[src/common/cbu_cfg.svh]
// Constants for the conditional branch unit
`ifndef CBU_CFG_SVH
`define CBU_CFG_SVH
`define CBU_OPC_HI_ZERO 8'hf6
`define CBU_OPC_HI_OVF 8'hf0
`define CBU_IND_BIT 7
`define CBU_PTR_UPD_BIT 3
`define CBU_MOD_LSB 4
`define CBU_PC_STEP 16'h0002
`define CBU_CYC_BASE 4'h2
`define CBU_CYC_ROM 4'h3
`define CBU_WAIT_DEF 4'h1
`endif

[src/common/cbu_pkg.sv]
// Types for the conditional branch unit
package cbu_pkg;
  typedef enum logic [1:0] {
    ST_IDLE = 2'b00,
    ST_WAIT = 2'b01,
    ST_EXEC = 2'b11
  } cbu_state_t;
  typedef enum logic [1:0] {
    MEM_RAM = 2'b00,
    MEM_ROM = 2'b01,
    MEM_EXT = 2'b10
  } mem_kind_t;
endpackage

[src/rtl/conditional_branch_unit.sv]
// Execution logic for the two conditional branch instructions
`timescale 1ns/1ps
`include "cbu_cfg.svh"
module conditional_branch_unit import cbu_pkg::*; #(
  // Extra cycles an external target costs over a ROM target; must keep the count within four bits
  parameter logic [3:0] EXT_WAIT = `CBU_WAIT_DEF
) (
  // Clock and reset
  input wire logic clk,
  input wire logic rst,
  // Instruction fetch
  input wire logic instr_valid,
  input wire logic [15:0] instr_word,
  input wire logic [15:0] target_word,
  input wire logic repeat_active,
  input wire logic [1:0] target_kind,
  // Core state
  input wire logic [15:0] pc_in,
  input wire logic [31:0] accumulator,
  input wire logic overflow_flag,
  input wire logic [2:0] aux_reg_pointer,
  input wire logic [15:0] aux_register,
  // Results
  output logic busy,
  output logic done,
  output logic illegal_repeat,
  output logic pc_load,
  output logic [15:0] pc_out,
  output logic taken,
  output logic ovf_clear,
  output logic aux_write,
  output logic [15:0] aux_out,
  output logic [2:0] aux_sel,
  output logic ptr_write,
  output logic [2:0] ptr_out
);
  // State, wait counter and the next value of every registered output
  cbu_state_t state_q, state_d;
  logic [3:0] cnt_q, cnt_d;
  logic busy_d, done_d, ill_d, pcl_d, tk_d, ovc_d, arw_d, arpw_d;
  logic [15:0] pc_d, aux_d;
  logic [2:0] sel_d, ptr_d;
  logic is_zero, is_ovf, cond;
  logic [2:0] modf;

  // ----------------------------------------
  // Decode
  // ----------------------------------------
  // Opcode sits in the high byte; the low byte carries the indirect fields
  assign is_zero = instr_word[15:8] == `CBU_OPC_HI_ZERO;
  assign is_ovf = instr_word[15:8] == `CBU_OPC_HI_OVF;
  assign cond = is_zero ? (accumulator == 32'h0000_0000) : overflow_flag;
  assign modf = instr_word[`CBU_MOD_LSB+2:`CBU_MOD_LSB];

  // ----------------------------------------
  // Next state
  // ----------------------------------------
  // Next-state logic; pulse outputs last one cycle
  always_comb begin
    state_d = state_q;
    cnt_d = cnt_q;
    busy_d = busy;
    done_d = 1'b0;
    ill_d = 1'b0;
    pcl_d = 1'b0;
    tk_d = taken;
    ovc_d = 1'b0;
    arw_d = 1'b0;
    arpw_d = 1'b0;
    pc_d = pc_out;
    aux_d = aux_out;
    sel_d = aux_sel;
    ptr_d = ptr_out;
    unique case (state_q)
      ST_IDLE: begin
        if (instr_valid && (is_zero || is_ovf)) begin
          if (repeat_active) begin
            ill_d = 1'b1;
          end else begin
            busy_d = 1'b1;
            tk_d = cond;
            // Target taken whole from the second word, any 16-bit value
            pc_d = cond ? target_word : 16'(pc_in + `CBU_PC_STEP);
            ovc_d = is_ovf && cond;
            // Indirect fields: only act when the indirect bit is set; empty fields leave both alone
            if (instr_word[`CBU_IND_BIT] && modf != 3'h0) begin
              arw_d = 1'b1;
              sel_d = aux_reg_pointer;
              unique case (modf)
                3'h1: aux_d = 16'(aux_register - 16'h0001);
                3'h2: aux_d = 16'(aux_register + 16'h0001);
                default: aux_d = aux_register;
              endcase
            end
            if (instr_word[`CBU_IND_BIT] && instr_word[`CBU_PTR_UPD_BIT]) begin
              arpw_d = 1'b1;
              ptr_d = instr_word[2:0];
            end
            // Extra cycles when taken into ROM or external memory
            if (!cond || target_kind == MEM_RAM) cnt_d = 4'(`CBU_CYC_BASE - 4'h1);
            else if (target_kind == MEM_ROM) cnt_d = 4'(`CBU_CYC_ROM - 4'h1);
            else cnt_d = 4'(`CBU_CYC_ROM - 4'h1 + EXT_WAIT);
            state_d = ST_WAIT;
          end
        end
      end
      // Count down to one; the load strobe follows one execute cycle later
      ST_WAIT: begin
        cnt_d = 4'(cnt_q - 4'h1);
        if (cnt_q == 4'h1) state_d = ST_EXEC;
      end
      // Hand the result over; idle again in the cycle that shows done
      ST_EXEC: begin
        pcl_d = 1'b1;
        done_d = 1'b1;
        busy_d = 1'b0;
        state_d = ST_IDLE;
      end
      default: state_d = ST_IDLE;
    endcase
  end

  // ----------------------------------------
  // Registers
  // ----------------------------------------
  // Plain flops only, so every output comes straight from a register
  always_ff @(posedge clk) begin
    if (rst) begin
      state_q <= ST_IDLE;
      cnt_q <= 4'h0;
      busy <= 1'b0;
      done <= 1'b0;
      illegal_repeat <= 1'b0;
      pc_load <= 1'b0;
      pc_out <= 16'h0000;
      taken <= 1'b0;
      ovf_clear <= 1'b0;
      aux_write <= 1'b0;
      aux_out <= 16'h0000;
      aux_sel <= 3'h0;
      ptr_write <= 1'b0;
      ptr_out <= 3'h0;
    end else begin
      state_q <= state_d;
      cnt_q <= cnt_d;
      busy <= busy_d;
      done <= done_d;
      illegal_repeat <= ill_d;
      pc_load <= pcl_d;
      pc_out <= pc_d;
      taken <= tk_d;
      ovf_clear <= ovc_d;
      aux_write <= arw_d;
      aux_out <= aux_d;
      aux_sel <= sel_d;
      ptr_write <= arpw_d;
      ptr_out <= ptr_d;
    end
  end
endmodule

[config.mk]
export PLATFORM = sky130hd
export DESIGN_NAME = conditional_branch_unit
export DESIGN_NICKNAME = d
export VERILOG_FILES = /design/src/common/cbu_pkg.sv /design/src/rtl/conditional_branch_unit.sv
export VERILOG_INCLUDE_DIRS = /design/src /design/src/common
export SDC_FILE = /design/constraint.sdc
export NUM_CORES = 1
export LEC_CHECK = 0
export BUFFER_PORTS_ARGS = -buffer_cell sky130_fd_sc_hd__buf_2
export CORE_MARGIN = 3
export CORE_UTILIZATION = 42
export CTS_CLUSTER_SIZE = 25
export DETAILED_ROUTE_END_ITERATION = 6
export PLACE_DENSITY = 0.83
export SYNTH_ARGS = -nofsm -noshare
export SYNTH_HDL_FRONTEND = slang
export SYNTH_SLANG_ARGS = --single-unit
export TNS_END_PERCENT = 100
[constraint.sdc]
create_clock -name clk -period 2.45 [get_ports clk]
set_input_delay 0 -clock clk [delete_from_list [all_inputs] [get_ports clk]]
set_output_delay 0 -clock clk [all_outputs]
set_load 0.03 [all_outputs]
Word-level counts from Yosys, hierarchy flattened
Index checks and enable logic that the tools add are counted.
Widths: inputs -> output; s select.
{"block": "word_totals", "inputBits": 106, "register_bits": 51, "wordCells": 71, "output_inout_bits": 46}
{"block": "op_classes", "n_reduce_logical": 21, "n_bitwise": 3, "muxes": 19, "addsub": 4, "n_eq_ne": 11}
{"operator": "$logic_not 32->1", "count": 1}
{"operator": "$pmux 16 s2", "count": 1}
{"operator": "$add 16x1->16 const B", "count": 1}
{"operator": "$add 16x2->16 const B", "count": 1}
{"operator": "$eq 8x8->1 const B", "count": 2}
{"operator": "$mux 16", "count": 1}
{"operator": "$sub 16x1->16 const B", "count": 1}
{"operator": "$reduce_and 3->1", "count": 4}
{"operator": "$mux 1", "count": 8}
{"operator": "$mux 2", "count": 4}
{"operator": "$mux 4", "count": 2}
{"operator": "$pmux 4 s2", "count": 1}
{"operator": "$reduce_and 4->1", "count": 2}
{"operator": "$ne 2x2->1 const B", "count": 3}
{"operator": "$eq 2x1->1 const B", "count": 2}
{"operator": "$eq 4x1->1 const B", "count": 1}
{"operator": "$logic_and 1x1->1", "count": 4}
{"operator": "$logic_not 2->1", "count": 2}
{"operator": "$pmux 2 s2", "count": 1}
{"operator": "$reduce_bool 2->1", "count": 2}
{"operator": "$reduce_or 4->1", "count": 1}
{"operator": "$sub 4x1->4 const B", "count": 1}
{"operator": "$eq 3x1->1 const B", "count": 1}
{"operator": "$eq 3x2->1 const B", "count": 1}
{"operator": "7 further kinds", "count": 10}

Logic depth before layout (Yosys ltp)
{"block": "logic_depth", "ltp_word": 8, "depth_mapped": 11, "mapped_depth_nobuf": 11}

Least setup slack after synthesis
No wires, ideal clock.
{"block": "synth_timing", "path_kind": "input to register", "from": "in instr_word[6]", "to": "reg aux_out[15]", "path_buffers": 0, "setup_slack_ns": 0.085, "setup_ns": 0.091, "required_time_ns": 2.359, "stages": 10, "arrival_time_ns": 2.274, "cell_sequence": "nor2_1 > nand2_1 > ha_1 > o211ai_1 > o211ai_1 > a31oi_2 > o21ai_2 > mux2_4 > or3_1 > a311oi_1"}
{"block": "synth_via", "elab_chain_len": 3, "elab_cells_between_ends": 6, "cone_classes": "2 x eq/ne; 1 x mux; 3 x reduce/logical"}
{"element": "start, declared", "line": "conditional_branch_unit.sv:13", "source": "input wire logic [15:0] instr_word,"}
{"element": "$reduce_bool 3->1", "line": "conditional_branch_unit.sv:86", "source": "if (instr_word[`CBU_IND_BIT] && modf != 3'h0) begin"}
{"element": "$logic_and 1x1->1", "line": "conditional_branch_unit.sv:86"}
{"element": "$reduce_and 4->1 (no source line)"}
{"element": "end signal, assigned", "line": "conditional_branch_unit.sv:154", "source": "aux_out <= aux_d;"}
{"element": "end, declared", "line": "conditional_branch_unit.sv:32", "source": "output logic [15:0] aux_out,"}
Parallel ways exist; a longest one is shown, timed or not.
A chain may end at the register's enable or synchronous reset.

Final worst setup path
Same ends and word-level chain as after synthesis.

==> results.sh <==
export IMPL_maxSlewHeadroom=0.2567
export IMPL_final_nets=720
export IMPL_setup_violations_final=0
export IMPL_cp_depth=11
export IMPL_worst_slew_pin_slew_ns=1.111
export IMPL_ctsHtreeMaxLevel=2
export IMPL_start_util=0.4476
export IMPL_wl_per_cell_um=15.22
export IMPL_hold_path_depth=3
export IMPL_yosysWarnings=0
export IMPL_rsz0062_at_grt="no"
export IMPL_hold_path_class="in -> reg"
export IMPL_min_period_ns=2.265
export IMPL_grt_pass1_vias=3616
export IMPL_crit_top_cell="o211ai_1"
export IMPL_place_gp_congestion=0.9063
export IMPL_drive_gt1_frac=0.3215
export IMPL_synth_top_cell_area_share=0.3250
export IMPL_synth_common_cells="53 x nor2_1, 51 x dfxtp_1, 48 x nand2_1"
export IMPL_yosysMostFrequentCell="nor2_1"
export IMPL_cts_tree="yes"
export IMPL_final_setup_tns_ns=0
export IMPL_synth_cell_types=47
export IMPL_worstSetupPathType="in -> reg"
export IMPL_die_h_um=92.49
export IMPL_dp_hpwl_um=7999
export IMPL_port_buffers=151
export IMPL_grt_pass1_wl_um=16930
export IMPL_crit_fanout=10
export IMPL_clk_path_buf_depth=2
export IMPL_slew_viol_final=0
export IMPL_path_buf_inv=1
export IMPL_cts_inserted_buffers=5
export IMPL_antenna_found_initial=0
export IMPL_synth_seq_cells=51
export IMPL_routed_wl_um=10500
export IMPL_grt_max_degree=30
export IMPL_fp_dieW_um=92.49
export IMPL_antenna_left=0
export IMPL_arrival_ns=2.48
export IMPL_clkSinkCount=51
export IMPL_ioPinCount=152
export IMPL_area_delta_synth_final_pct=44.17
export IMPL_critPathLaunchType="input pin"
export IMPL_setup_worst_path_end_class="register"
export IMPL_avgSynthCellArea_um2=7.934
export IMPL_cts_clk_slew_worst_paths_ns=0.09
export IMPL_drt_iter0_drc=134
export IMPL_crit_family="compound AO/OA/AOI/OAI gates"
export IMPL_yosys_top_cells_area="dfxtp_1 32%, ha_1 7.6%, nor2_1 6.3%"
export IMPL_synth_edf_count=0
export IMPL_crit_chain="buf_2 -> nor2_1 -> nand2_1 -> ha_1 -> o211ai_1 -> o211ai_1 -> a31oi_2 -> o21ai_2 -> mux2_4 -> or3_1 -> a311oi_1"
export IMPL_track_usage=0.2420
export IMPL_slowest_delay_ns=0.45
export IMPL_worst_endpoint_required_ns=2.66
export IMPL_ys_seq_area_frac=0.3250
export IMPL_grt_overflow_total=0
export IMPL_dieArea_mm2=0.008554
export IMPL_fmax_mhz=441.6
export IMPL_cts_resized=0
export IMPL_hold_viol_final=0
export IMPL_crit_slowest_cell="ha_1"
export IMPL_power_density_mw_per_mm2=397.6
export IMPL_clk_latency_ns=0.29
export IMPL_drc=0
export IMPL_antenna_cells=0
export IMPL_synth_top_cell_by_area="dfxtp_1"
export IMPL_syn_instance_count=396
export IMPL_p_leak_nw=2.100
export IMPL_syn_num_nets=522
export IMPL_row_count=30
export IMPL_finClkSkew_ns=0.005051
export IMPL_cts_root_buf="clkbuf_8"
export IMPL_coreArea_mm2=0.007019
export IMPL_post_route_period_util=0.9243
export IMPL_status="finished clean"
export IMPL_rr_worst_depth=7
export IMPL_synthFlopType="dfxtp_1"
export IMPL_setup_slack_ns=0.1855
export IMPL_vias_per_cell=5.355
export IMPL_peakVddDrop_mv=0.2690
export IMPL_dr_total_vias=3695
export IMPL_place_ws_ns=-0.1206
export IMPL_synth_area_mm2=0.003142
export IMPL_drtPass1Iterations=4
export IMPL_async_reset_ff_frac=0
export IMPL_drv_cap=0
[through the flow]
step                      power [mW]  hold slack [ns]  area [um^2]  std cells    util
after floorplan                1.086           0.1183         3142        396       -
after global placement         1.268           0.2352         4161        655  0.5929
after detailed placement       1.281           0.2501         4161        655  0.5929
after CTS                      1.817         0.003336         4529        690  0.6453
after global routing           1.899          0.02328         4529        690  0.6453
final                          1.801          0.01205         4529        690  0.6453
[cell families after synthesis]
logic type,Yosys count,synth area share
compound gates,111,0.2226
xor+xnor,28,0.07806
buf+inv,21,0.02828
simple gates,154,0.2274
flops,51,0.3250
fa+ha+maj,20,0.08204
mux,11,0.03664
[sequential cells by signal, indices dropped and copies added (netlist names), 2 cells and up]
signal   cells
aux_out     16
state_q      2
cnt_q        4
pc_out      16
ptr_out      3
aux_sel      3
[final cells by class]
type	count	area [um^2]
clock buffer	6	82.58
clock inverter	1	5.005
fill	635	2490
inverter	7	26.28
multi-input combinational	324	2043
sequential	51	1021
tap	96	120.1
timing repair buffer	205	1231
[cells in the final DEF (no fill, tap or decap), types with 2 or more instances in the layout]
| cell type | netlist | routed |
|---|---|---|
| o21ai_0 | 34 | 34 |
| dlygate4sd3_1 | 0 | 28 |
| nand2b_1 | 5 | 5 |
| o211ai_1 | 6 | 6 |
| a21oi_1 | 35 | 35 |
| nand2_1 | 48 | 48 |
| nand3_1 | 7 | 7 |
| mux2i_1 | 10 | 10 |
| inv_1 | 7 | 7 |
| ha_1 | 19 | 19 |
| a31oi_1 | 2 | 2 |
| xor2_1 | 15 | 15 |
| a211oi_1 | 8 | 8 |
| dfxtp_1 | 51 | 51 |
| or3_1 | 4 | 4 |
| nor2b_1 | 4 | 4 |
| nor4_1 | 9 | 9 |
| a311oi_1 | 5 | 5 |
| nor2_1 | 53 | 53 |
| nand4_1 | 8 | 8 |
| buf_4 | 1 | 26 |
| nand4b_1 | 2 | 2 |
| a21o_1 | 5 | 5 |
| clkbuf_8 | 0 | 6 |
| o21bai_1 | 4 | 4 |
| xnor2_1 | 13 | 13 |
| and2_1 | 2 | 2 |
| nor3_1 | 6 | 6 |
| buf_2 | 5 | 151 |
| and3_1 | 3 | 3 |
[worst min-delay path, cell delays in order]
cell	delay [ns]
buf_2	0.09
a21oi_1	0.07
o21ai_0	0.12
[timing repair]
action / 4_1_cts / 5_1_grt
hold endpoints to repair: 25 / 0
setup buffers: 0 / 0
hold buffers: 28 / 0
[routing by layer]
metal,track usage,vias up,share of wire
met5,0,-,0
met4,0.07673,0,0.023
met3,0.05118,20,0.072
met2,0.4701,133,0.53
met1,0.2564,1718,0.37
li1,-,1824,-
[power breakdown]
part / switching (mW) / leakage, nW / internal [mW]
Sequential: 0.00180 / 0.411 / 0.831
Clock: 0.273 / 0.0470 / 0.223
Combinational: 0.238 / 1.64 / 0.235
[final timing paths]
kind | slack, ns | startpoint | endpoint
setup reg to reg | 0.35 | state_q[1] | pc_out[6]
hold / removal | 0.01 | target_word[7] | pc_out[7]
setup / recovery | 0.19 | instr_word[6] | aux_out[15]
hold reg to reg | 0.46 | aux_sel[1] | aux_sel[1]
(Power assumes the default switching activity.)
